$ cat config.mk
export PLATFORM = sky130hd
export DESIGN_NAME = arc_calibration
export DESIGN_NICKNAME = d
export VERILOG_FILES = /design/src/design/arc_pkg.sv /design/src/design/arc_corrector.sv /design/src/design/arc_calibration.sv
export SDC_FILE = /design/constraint.sdc
export NUM_CORES = 1
export LEC_CHECK = 0
export ABC_CLOCK_PERIOD_IN_PS = 12700
export BUFFER_PORTS_ARGS = -buffer_cell sky130_fd_sc_hd__buf_2
export CAP_MARGIN = 20
export CELL_PAD_IN_SITES_DETAIL_PLACEMENT = 0
export CELL_PAD_IN_SITES_GLOBAL_PLACEMENT = 1
export CORE_MARGIN = 2
export CORE_UTILIZATION = 48
export CTS_CLUSTER_DIAMETER = 200
export DETAILED_ROUTE_END_ITERATION = 8
export GPL_TIMING_DRIVEN = 1
export MAX_ROUTING_LAYER = met4
export PLACE_DENSITY_LB_ADDON = 0.1
export SYNTH_ARGS = -nofsm -noshare
export SYNTH_HDL_FRONTEND = slang
export SYNTH_SLANG_ARGS = --single-unit
$ cat constraint.sdc
create_clock -name sys_clk -period 12.7 [get_ports sys_clk]
set_input_delay 1.905 -clock sys_clk [delete_from_list [all_inputs] [get_ports sys_clk]]
set_output_delay 1.905 -clock sys_clk [all_outputs]
set_load 0.005 [all_outputs]
$ cat src/design/arc_pkg.sv
// Register map, reset values and field layout of the result calibration block
package arc_pkg;
  // Register byte addresses
  localparam logic [31:0] ARC_ADDR_REPEAT = 32'h400c_21f0;
  localparam logic [31:0] ARC_ADDR_LOCK = 32'h400c_2230;
  localparam logic [31:0] ARC_ADDR_LP0_OFFSET = 32'h400c_2288;
  localparam logic [31:0] ARC_ADDR_LP0_GAIN = 32'h400c_228c;
  localparam logic [31:0] ARC_ADDR_LP1_OFFSET = 32'h400c_22c0;
  localparam logic [31:0] ARC_ADDR_LP1_GAIN = 32'h400c_22c4;
  localparam logic [31:0] ARC_ADDR_BUF_CHOP = 32'h400c_238c;
  localparam logic [31:0] ARC_ADDR_REF_CTRL = 32'h400c_2390;
  // Reset values and constant read patterns
  localparam logic [31:0] ARC_REPEAT_RESET = 32'h0000_0160;
  localparam logic [31:0] ARC_BUF_RESET = 32'h005f_3d00;
  localparam logic [31:0] ARC_LOCK_RESET = 32'h0000_0000;
  localparam logic [31:0] ARC_LOCK_KEY = 32'hde87_a5af;
  localparam logic [1:0] ARC_REF_RESET = 2'h3;
  localparam logic [3:0] ARC_CHOP_RESET = 4'h0;
  localparam logic [14:0] ARC_OFFSET_RESET = 15'h0000;
  localparam logic [14:0] ARC_GAIN_RESET = 15'h4000;
  localparam logic [14:0] ARC_GAIN_HALF = 15'h2000;
  localparam logic [14:0] ARC_GAIN_ZERO = 15'h0000;
  // Field positions and widths
  localparam int ARC_CAL_W = 15;
  localparam int ARC_CHOP_W = 4;
  localparam int ARC_REPEAT_EN_BIT = 0;
  localparam int ARC_REPEAT_NUM_BIT = 4;
  localparam int ARC_REF_ILIMIT_BIT = 1;
  localparam int ARC_REF_HPBUF_BIT = 0;
  // Gain is scaled by 2^14, offset carries two fraction bits
  localparam int ARC_GAIN_SHIFT = 14;
  localparam int ARC_FRAC_BITS = 2;
endpackage

$ cat src/design/arc_corrector.sv
// Offset, gain and saturation stage for one converter result
`timescale 1ns/10ps
`default_nettype none
module arc_corrector #(
  parameter int RESULT_W = 16
) (
  // Clock and reset
  input wire logic sys_clk,
  input wire logic reset_n,
  // Raw result with its coefficient set
  input wire logic in_valid,
  input wire logic in_chan,
  input wire logic [RESULT_W-1:0] in_result,
  input wire logic [arc_pkg::ARC_CAL_W-1:0] offset,
  input wire logic [arc_pkg::ARC_CAL_W-1:0] gain,
  // Corrected result
  output logic out_valid,
  output logic out_chan,
  output logic [RESULT_W-1:0] out_result
);
  localparam int SUM_W = RESULT_W + 4;
  localparam int PROD_W = SUM_W + 16;
  localparam int DROP = arc_pkg::ARC_GAIN_SHIFT + arc_pkg::ARC_FRAC_BITS;

  // RULE3: raw result moved to quarter steps
  wire logic signed [SUM_W-1:0] raw_q = SUM_W'(signed'({1'b0, in_result, 2'b00}));
  // RULE4: RULE5: offset sign extended
  wire logic signed [SUM_W-1:0] off_ext = SUM_W'(signed'(offset));
  // RULE22: offset first
  wire logic signed [SUM_W-1:0] sum = raw_q + off_ext;
  // RULE8: RULE9: gain over unity code
  wire logic signed [PROD_W-1:0] gain_ext = PROD_W'(signed'({1'b0, gain}));
  wire logic signed [PROD_W-1:0] prod = PROD_W'(sum) * gain_ext;
  wire logic signed [PROD_W-1:0] scaled = prod >>> DROP;
  // RULE22: saturate to word range
  wire logic neg = scaled[PROD_W-1];
  wire logic over = ~neg & (|scaled[PROD_W-2:RESULT_W]);
  wire logic [RESULT_W-1:0] next_result =
    neg ? '0 : (over ? '1 : scaled[RESULT_W-1:0]);

  always_ff @(posedge sys_clk) begin
    if (!reset_n) begin
      out_valid <= 1'b0;
      out_chan <= 1'b0;
      out_result <= '0;
    end else begin
      out_valid <= in_valid;
      if (in_valid) begin
        out_chan <= in_chan;
        out_result <= next_result;
      end
    end
  end
endmodule
`default_nettype wire

$ cat src/design/arc_calibration.sv
// Result calibration block with Avalon-MM register slave and analog controls
//
// Notes on behaviour
// RULE1: Channel 0 offset word in bits 14:0
// RULE2: Channel 1 has its own offset word
// RULE3: Offset twos complement, quarter LSB steps
// RULE4: 0x3FFF is +4095.75, 0x0001 is +0.25
// RULE5: 0x7FFF is -0.25, 0x4000 is -4096
// RULE6: Zero offset leaves result; resets zero
// RULE7: Channel 0 gain word, resets to unity
// RULE8: Factor equals gain divided by 0x4000
// RULE9: 0x7FFF near two, linear steps
// RULE10: Gain 0x2000 halves the result
// RULE11: Gain zero forces a zero result
// RULE12: Calibration words accessible only with password
// RULE13: Writes ignored while locked; lock resets zero
// RULE14: Repeat bit 0 enables repeat conversions
// RULE15: Repeat bit 4 reads zero, read-only
// RULE16: Bits 3,2 disable buffer chopping
// RULE17: Bits 1,0 disable amplifier, front chopping
// RULE18: Software picks recommended buffer values
// RULE19: Reference bit 1 drives current limit
// RULE20: Reference bit 0 drives reference buffer
// RULE21: Channel 1 gain word, resets unity
// RULE22: Add offset, multiply gain, then saturate
// RULE23: Coefficients chosen by incoming channel identity
`timescale 1ns/10ps
`default_nettype none
module arc_calibration #(
  parameter int RESULT_W = 16
) (
  // Clock and reset
  input wire logic sys_clk,
  input wire logic reset_n,
  // Avalon-MM slave
  input wire logic [31:0] avs_address,
  input wire logic avs_read,
  input wire logic avs_write,
  input wire logic [31:0] avs_writedata,
  input wire logic [3:0] avs_byteenable,
  output logic [31:0] avs_readdata,
  output logic avs_waitrequest,
  // Raw results from the converter front end
  input wire logic raw_valid,
  input wire logic raw_chan,
  input wire logic [RESULT_W-1:0] raw_result,
  // Corrected results
  output logic corr_valid,
  output logic corr_chan,
  output logic [RESULT_W-1:0] corr_result,
  // Analog controls
  output logic repeat_conv_en,
  output logic [arc_pkg::ARC_CHOP_W-1:0] chop_disable,
  output logic input_buffer_current_limit_en,
  output logic high_power_ref_buffer_en
);
  localparam int CW = arc_pkg::ARC_CAL_W;

  // Byte lane merge of a write into an old word
  function automatic logic [31:0] arc_merge(
    input logic [31:0] old_word,
    input logic [31:0] new_word,
    input logic [3:0] lanes
  );
    logic [31:0] res;
    res = old_word;
    for (int i = 0; i < 4; i++) begin
      if (lanes[i]) begin
        res[8*i +: 8] = new_word[8*i +: 8];
      end
    end
    return res;
  endfunction

  // Register storage
  logic [31:0] cal_lock;
  logic [CW-1:0] lp0_offset;
  logic [CW-1:0] lp0_gain;
  logic [CW-1:0] lp1_offset;
  logic [CW-1:0] lp1_gain;
  logic [1:0] ref_ctrl;
  logic bus_done;

  // Address decode
  wire logic sel_repeat = avs_address == arc_pkg::ARC_ADDR_REPEAT;
  wire logic sel_lock = avs_address == arc_pkg::ARC_ADDR_LOCK;
  wire logic sel_off0 = avs_address == arc_pkg::ARC_ADDR_LP0_OFFSET;
  wire logic sel_gain0 = avs_address == arc_pkg::ARC_ADDR_LP0_GAIN;
  wire logic sel_off1 = avs_address == arc_pkg::ARC_ADDR_LP1_OFFSET;
  wire logic sel_gain1 = avs_address == arc_pkg::ARC_ADDR_LP1_GAIN;
  wire logic sel_buf = avs_address == arc_pkg::ARC_ADDR_BUF_CHOP;
  wire logic sel_ref = avs_address == arc_pkg::ARC_ADDR_REF_CTRL;
  wire logic sel_cal = sel_off0 | sel_gain0 | sel_off1 | sel_gain1;

  // Every access answers on its second cycle
  wire logic bus_req = avs_read | avs_write;
  wire logic next_bus_done = bus_req & ~bus_done;
  assign avs_waitrequest = bus_req & ~bus_done;
  wire logic wr_ok = avs_write & bus_done;
  wire logic rd_load = avs_read & ~bus_done;

  // RULE12: password opens calibration words
  wire logic unlocked = cal_lock == arc_pkg::ARC_LOCK_KEY;
  // RULE13: locked writes dropped
  wire logic cal_wr = wr_ok & unlocked;

  // Merged write words
  wire logic [31:0] wr_lock = arc_merge(cal_lock, avs_writedata, avs_byteenable);
  wire logic [31:0] wr_off0 =
    arc_merge({17'h0_0000, lp0_offset}, avs_writedata, avs_byteenable);
  wire logic [31:0] wr_gain0 =
    arc_merge({17'h0_0000, lp0_gain}, avs_writedata, avs_byteenable);
  wire logic [31:0] wr_off1 =
    arc_merge({17'h0_0000, lp1_offset}, avs_writedata, avs_byteenable);
  wire logic [31:0] wr_gain1 =
    arc_merge({17'h0_0000, lp1_gain}, avs_writedata, avs_byteenable);
  wire logic [31:0] wr_ref =
    arc_merge({30'h0000_0000, ref_ctrl}, avs_writedata, avs_byteenable);
  wire logic wr_lane0 = wr_ok & avs_byteenable[0];

  // Read views
  // RULE15: number bit held at zero
  wire logic [31:0] rd_repeat = arc_pkg::ARC_REPEAT_RESET | {31'h0000_0000, repeat_conv_en};
  wire logic [31:0] rd_buf = arc_pkg::ARC_BUF_RESET | {28'h000_0000, chop_disable};
  wire logic [31:0] rd_off0 = {17'h0_0000, lp0_offset};
  wire logic [31:0] rd_gain0 = {17'h0_0000, lp0_gain};
  wire logic [31:0] rd_off1 = {17'h0_0000, lp1_offset};
  wire logic [31:0] rd_gain1 = {17'h0_0000, lp1_gain};
  wire logic [31:0] rd_cal =
    sel_off0 ? rd_off0 :
    sel_gain0 ? rd_gain0 :
    sel_off1 ? rd_off1 : rd_gain1;
  // RULE12: locked reads show zero
  wire logic [31:0] rd_cal_gated = unlocked ? rd_cal : 32'h0000_0000;
  wire logic [31:0] next_readdata =
    sel_repeat ? rd_repeat :
    sel_lock ? cal_lock :
    sel_cal ? rd_cal_gated :
    sel_buf ? rd_buf :
    sel_ref ? {30'h0000_0000, ref_ctrl} : 32'h0000_0000;

  always_ff @(posedge sys_clk) begin
    if (!reset_n) begin
      bus_done <= 1'b0;
      avs_readdata <= 32'h0000_0000;
    end else begin
      bus_done <= next_bus_done;
      if (rd_load) begin
        avs_readdata <= next_readdata;
      end
    end
  end

  // RULE13: lock resets to zero
  always_ff @(posedge sys_clk) begin
    if (!reset_n) begin
      cal_lock <= arc_pkg::ARC_LOCK_RESET;
    end else if (wr_ok && sel_lock) begin
      cal_lock <= wr_lock;
    end
  end

  // RULE1: RULE6: channel 0 offset
  always_ff @(posedge sys_clk) begin
    if (!reset_n) begin
      lp0_offset <= arc_pkg::ARC_OFFSET_RESET;
    end else if (cal_wr && sel_off0) begin
      lp0_offset <= wr_off0[CW-1:0];
    end
  end

  // RULE7: channel 0 gain
  always_ff @(posedge sys_clk) begin
    if (!reset_n) begin
      lp0_gain <= arc_pkg::ARC_GAIN_RESET;
    end else if (cal_wr && sel_gain0) begin
      lp0_gain <= wr_gain0[CW-1:0];
    end
  end

  // RULE2: channel 1 offset
  always_ff @(posedge sys_clk) begin
    if (!reset_n) begin
      lp1_offset <= arc_pkg::ARC_OFFSET_RESET;
    end else if (cal_wr && sel_off1) begin
      lp1_offset <= wr_off1[CW-1:0];
    end
  end

  // RULE21: channel 1 gain
  always_ff @(posedge sys_clk) begin
    if (!reset_n) begin
      lp1_gain <= arc_pkg::ARC_GAIN_RESET;
    end else if (cal_wr && sel_gain1) begin
      lp1_gain <= wr_gain1[CW-1:0];
    end
  end

  // RULE14: repeat conversion enable
  always_ff @(posedge sys_clk) begin
    if (!reset_n) begin
      repeat_conv_en <= arc_pkg::ARC_REPEAT_RESET[arc_pkg::ARC_REPEAT_EN_BIT];
    end else if (wr_lane0 && sel_repeat) begin
      repeat_conv_en <= avs_writedata[arc_pkg::ARC_REPEAT_EN_BIT];
    end
  end

  // RULE16: RULE17: chop disable bits
  always_ff @(posedge sys_clk) begin
    if (!reset_n) begin
      chop_disable <= arc_pkg::ARC_CHOP_RESET;
    end else if (wr_lane0 && sel_buf) begin
      chop_disable <= avs_writedata[arc_pkg::ARC_CHOP_W-1:0];
    end
  end

  // RULE19: RULE20: reference control bits
  always_ff @(posedge sys_clk) begin
    if (!reset_n) begin
      ref_ctrl <= arc_pkg::ARC_REF_RESET;
    end else if (wr_ok && sel_ref) begin
      ref_ctrl <= wr_ref[1:0];
    end
  end
  assign input_buffer_current_limit_en = ref_ctrl[arc_pkg::ARC_REF_ILIMIT_BIT];
  assign high_power_ref_buffer_en = ref_ctrl[arc_pkg::ARC_REF_HPBUF_BIT];

  // RULE23: coefficient set by channel
  wire logic [CW-1:0] sel_offset = raw_chan ? lp1_offset : lp0_offset;
  wire logic [CW-1:0] sel_gain = raw_chan ? lp1_gain : lp0_gain;

  arc_corrector #(
    .RESULT_W(RESULT_W)
  ) u_corrector (
    .sys_clk(sys_clk),
    .reset_n(reset_n),
    .in_valid(raw_valid),
    .in_chan(raw_chan),
    .in_result(raw_result),
    .offset(sel_offset),
    .gain(sel_gain),
    .out_valid(corr_valid),
    .out_chan(corr_chan),
    .out_result(corr_result)
  );
endmodule
`default_nettype wire

# [Word level (Yosys, flattened, before mapping)]
# Index checks and enable logic that the tools add are counted.
[totals] word_cells=78 ramBits=0 output_inout_bits=58 latchBits=0 inputBits=90 rom_bits=0 mem_count=0 regBits=150
[classes] addsub=1 n_div=0 bitwise_logic=12 n_mul=1 n_mux=13 n_lt_le_gt_ge=0 shift=0 reduce_logical=22 eq_ne=9
[op_table] cell="equality test 32 x 31 -> 1 bit, second input constant" count=8
[op_table] cell="two-way mux 15 bit" count=6
[op_table] cell="two-way mux 32 bit" count=2
[op_table] cell="two-way mux 23 bit" count=2
[op_table] cell="multiplier 20 x 16 -> 36 bit" count=1
[op_table] cell="equality test 32 bit, second input constant" count=1
[op_table] cell="two-way mux 16 bit" count=2
[op_table] cell="AND reduction 2 bit" count=13
[op_table] cell="adder 19 x 15 -> 20 bit" count=1
[op_table] cell="logical AND 1 bit" count=8
[op_table] cell="AND 1 bit" count=6
[op_table] cell="OR 1 bit" count=4
[op_table] cell="OR reduction 4 bit" count=1
[op_table] cell="two-way mux 2 bit" count=1
[op_table] cell="NOT 1 bit" count=2

# [Longest topological paths before layout]
[logic_depth] word_depth=8 mapped_depth=40

# [By module]
# Synthesis repeated with hierarchy kept, for this count alone.
[hier_totals] hier_cells=2284 hier_area_um2=19864.1
[by_module_without_submodules] mod="arc_corrector" instances=1 seq_area_each_um2=360.3 area_each_um2=13436.6 cells_per_inst=1575
[by_module_without_submodules] mod="arc_calibration" instances=1 seq_area_each_um2=2642.5 area_each_um2=6427.4 cells_per_inst=709

# [Worst setup path after synthesis]
# No wires, ideal clock.
[synth_path] path_kind="in2reg" from="input port raw_chan" to="register u_corrector.out_result[4]" path_buffers=5 arrival_time_ns=11.069 setup_slack_ns=1.557 setup_ns=0.074 cell_stages=35 path_cell_list="buf_4 > buf_1 > clkbuf_1 > mux2_2 > ha_1 > o21a_1 > o21a_1 > o22ai_1 > o211ai_1 > a31oi_1 > o21bai_1 > xor2_1 > nand2_1 > fa_1 > inv_1 > fa_1 > clkbuf_1 > xnor2_1 > xnor2_1 > fa_1 > fa_1 > inv_1 > fa_1 > inv_1 > ha_1 > a21o_1 > a21o_1 > a21oi_1 > a21bo_2 > a211oi_1 > nor3_1 > o31ai_4 > buf_4 > nor2_1 > o21ai_0"
[synth_via] elab_chain_cells=7
[synth_rtl] item="start: declaration" line="arc_calibration.sv:45" text="input wire logic raw_chan,"
[synth_rtl] item="two-way mux 15 bit" line="arc_calibration.sv:229" text="wire logic [CW-1:0] sel_offset = raw_chan ? lp1_offset : lp0_offset;"
[synth_rtl] item="adder 19 x 15 -> 20 bit" line="arc_corrector.sv:30" text="wire logic signed [SUM_W-1:0] sum = raw_q + off_ext;"
[synth_rtl] item="multiplier 20 x 16 -> 36 bit *" line="arc_corrector.sv:33" text="wire logic signed [PROD_W-1:0] prod = PROD_W'(sum) * gain_ext;"
[synth_rtl] item="OR reduction 4 bit / NOT 1 bit (equally long branches)" line="arc_corrector.sv:37" text="wire logic over = ~neg & (|scaled[PROD_W-2:RESULT_W]);"
[synth_rtl] item="AND 1 bit" line="arc_corrector.sv:37"
[synth_rtl] item="two-way mux 16 bit" line="arc_corrector.sv:39" text="neg ? '0 : (over ? '1 : scaled[RESULT_W-1:0]);"
[synth_rtl] item="two-way mux 16 bit *" line="arc_corrector.sv:39"
[synth_rtl] item="end signal: assignment" line="arc_corrector.sv:50" text="out_result <= next_result;"
[synth_rtl] item="end: declaration" line="arc_corrector.sv:19" text="output logic [RESULT_W-1:0] out_result"
# Mark *: on every way between the ends. The rest lies on a longest branch, timed or not.
# A chain may end at the register's enable or synchronous reset.

# [Worst setup path in the final report]
[layout_path] from="input port raw_chan" to="register u_corrector.out_result[0]"
# The elaborated chain is that of the path after synthesis.

==> impl_metrics.csv <==
group,metric,value,unit
critical_path,crit_required,13.08,ns
cts,postCtsSetupRepairBufs,0,
routing,drt-initial-drc-count,780,
critical_path,worstSetupStartpointType,"input pin",
sta,maxSlewViolCount,0,
final_layout,syn_to_final_growth,10.2,%
power,peakVddDrop,0.0882,mV
sta,hold_viol_final,0,
final_layout,drive_gt1_frac,0.115,
die,boundaryPins,148,
flow_run,drv_cap,0,
final_layout,utilization,0.536,
placement,io_buffers,147,
critical_path,cp.arrival,12.02,ns
critical_path,crit_path_max_incr_delay,0.71,ns
power,p_per_area,54.5,nW/µm²
synthesis,syn_nets,2630,
cts,cts_resized,0,
final_layout,fin_nets,2752,
cts,clkLatencyLatePin,0.46,ns
sta,period_share,0.917,
worst_hold_path,hold_path.class,"reg2reg",
critical_path,cp_num_buf_inv,4,
sta,slew_headroom,0.304,
routing,wl_per_cell,19.0,µm
grt,grt_pass1_wl,87200,µm
cts,cts_buffer_depth,2,
grt,grt_max_degree,100,
die,initial_core_util,0.487,
critical_path,critPathTopFamily,"compound AO/OA/AOI/OAI gates",
cts,numCtsBuffers,17,
synthesis,yosys_register_bits,150,
synthesis,synth_edf_count,0,
cts,htree_levels,4,
grt,grt-ovfl-total,0,
die,core,38600,µm²
cts,cts_tree,"built",
synthesis,netlist.area_leader.share,0.308,
critical_path,cp_slowest_cell,"fa_1",
sta,tns,0,ns
critical_path,cp-end-kind,"flip-flop",
synthesis,syn_area_per_cell,8.78,µm²
die,die_h,202,µm
grt,track_usage,0.284,
grt,antenna_found_initial,1,
routing,drt-total-wl,53200,µm
critical_path,worstSetupPathType,"in2reg",
routing,drc,0,
synthesis,synth_top_area_cell,"fa_1",
power,leakage,0.00990,µW
final_layout,design_area,20700,µm²
sta,worst_slew_pin_slew,1.02,ns
sta,period_minus_slack,11.64,ns
cts,root_buffer,"clkbuf_16",
synthesis,syn-cell-area,18800,µm²
sta,fmax,85.9,MHz
placement,gp_congestion,0.911,
routing,drtAntennaViolNets,0,
routing,routed.top_layer,"met4",
die,fp.dieArea,40800,µm²
sta,finClkSkew,0.0157,ns
synthesis,ys_types,74,
cts,clock_sinks,150,
critical_path,cp_common_cell,"fa_1",
die,num_rows,72,
sta,setup_violations,0,
status,outcome,"finished clean",
synthesis,async_flop_share,0,
critical_path,critPathMaxFanout,21,
synthesis,synth_area_leaders,"fa_1 31%, dfxtp_1 16%, inv_1 7.3%",
synthesis,synth_warnings,0,
synthesis,ys_seq_area_frac,0.160,
grt,first_global_vias,15800,
routing,vias,14848,
cts,clk_pin_slew,0.06,ns
cts,hold_buffers,0,
synthesis,syn_inst,2143,
placement,dp_hpwl,43300,µm
routing,viasPerCell,5.31,
sta,rsz0062_at_grt,"no",
synthesis,synthFlopType,"dfxtp_1",
die,dieWidth,202,µm
routing,wirelength_met1,23600,µm
routing,met2_length,26000,µm
routing,dr.pass1.iters,5,
routing,dr_wl_met3,2320,µm
placement,postPlaceCellArea,20100,µm²
==> layer usage <==
layer,up-vias,GRT usage
met2,306,0.469
met1,7448,0.362
li1,7031,-
met3,63,0.0463
met4,0,0.0772
met5,-,-
==> power by group <==
group	internal [µW]	switching (µW)	leakage, µW
clock network	293	232	0.000281
registers	475	3.30	0.00121
logic	49.0	76.6	0.00840
==> layout by cell type (no fill, tap or decap), types with 7 or more instances in the layout <==
cell,instances
a211oi_1,21
a21boi_0,30
a21o_1,16
a21oi_1,50
a22oi_1,19
and2_1,29
and3_1,7
buf_2,146
buf_4,29
clkbuf_16,17
dfxtp_1,150
fa_1,289
ha_1,108
inv_1,368
mux2_2,26
mux2i_1,105
nand2_1,268
nand2b_1,14
nand3_1,25
nand4_1,12
nor2_1,176
nor2b_1,98
nor3_1,15
o211ai_1,13
o21a_1,15
o21ai_0,58
or3_1,9
xnor2_1,41
xor2_1,20
==> registers in the layout, summed over array words and instances (netlist names), 2 cells and up <==
register and cells:
avs_readdata 32, cal_lock 32, u_corrector.out_result 16, lp0_gain 15, lp0_offset 15, lp1_gain 15, lp1_offset 15, chop_disable 4
ref_ctrl 2
==> cell families after synthesis <==
kind of cell	Yosys count	share of synthesized area
compound gates	266	0.0943
xor+xnor	61	0.0284
fa+ha+maj	400	0.381
buf+inv	441	0.0897
flops	150	0.160
mux	135	0.0736
simple gates	690	0.173
==> through the flow <==
| stage | hold WS (ns) | worst slack, ns | instances | power (µW) |
|---|---|---|---|---|
| global placement | 0.434 | 1.03 | 2763 | 614 |
| finish | 0.459 | 1.06 | 2797 | 1130 |
| global route | 0.484 | 0.413 | 2797 | 1170 |
| floorplan | 0.443 | 1.56 | 2143 | 556 |
| CTS | 0.461 | 1.11 | 2795 | 1140 |
| detailed placement | 0.446 | 0.696 | 2763 | 614 |
==> worst paths after layout <==
path,slack (ns),to,from,depth (start not counted)
hold / removal,0.46,u_corrector.out_result[10],u_corrector.out_result[10],2
setup / recovery,1.06,u_corrector.out_result[0],raw_chan,31
setup reg to reg,2.82,u_corrector.out_result[0],lp0_offset[6],30
hold reg to reg,0.46,u_corrector.out_result[10],u_corrector.out_result[10],2
==> tightest hold or removal path, stage by stage (launching register included) <==
cell,delay [ns]
dfxtp_1,0.31
nand2_1,0.05
o21ai_1,0.05
==> synthesized netlist by cell type, drive strengths merged, types with 9 or more instances <==
library cell / number
a211oi: 22
a21boi: 30
a21o: 16
a21oi: 50
a22oi: 19
and2: 29
buf: 11
clkbuf: 62
dfxtp: 150
fa: 289
ha: 108
inv: 368
mux2: 26
mux2i: 109
nand2: 269
nand2b: 14
nand3: 25
nand4: 12
nor2: 178
nor2b: 98
nor3: 19
o211ai: 13
o21a: 15
o21ai: 65
or3: 9
xnor2: 41
xor2: 20
==> final cells by class <==
| class | count | area, µm² |
|---|---|---|
| Clock buffer | 21 | 480 |
| Timing Repair Buffer | 176 | 960 |
| Sequential cell | 150 | 3000 |
| Antenna cell | 1 | 2.50 |
| Fill cell | 3689 | 17900 |
| Tap cell | 518 | 648 |
| Clock inverter | 11 | 111 |
| Multi-Input combinational cell | 1552 | 14100 |
| Inverter | 368 | 1380 |
No activity file was read; power rests on OpenSTA's default activity.
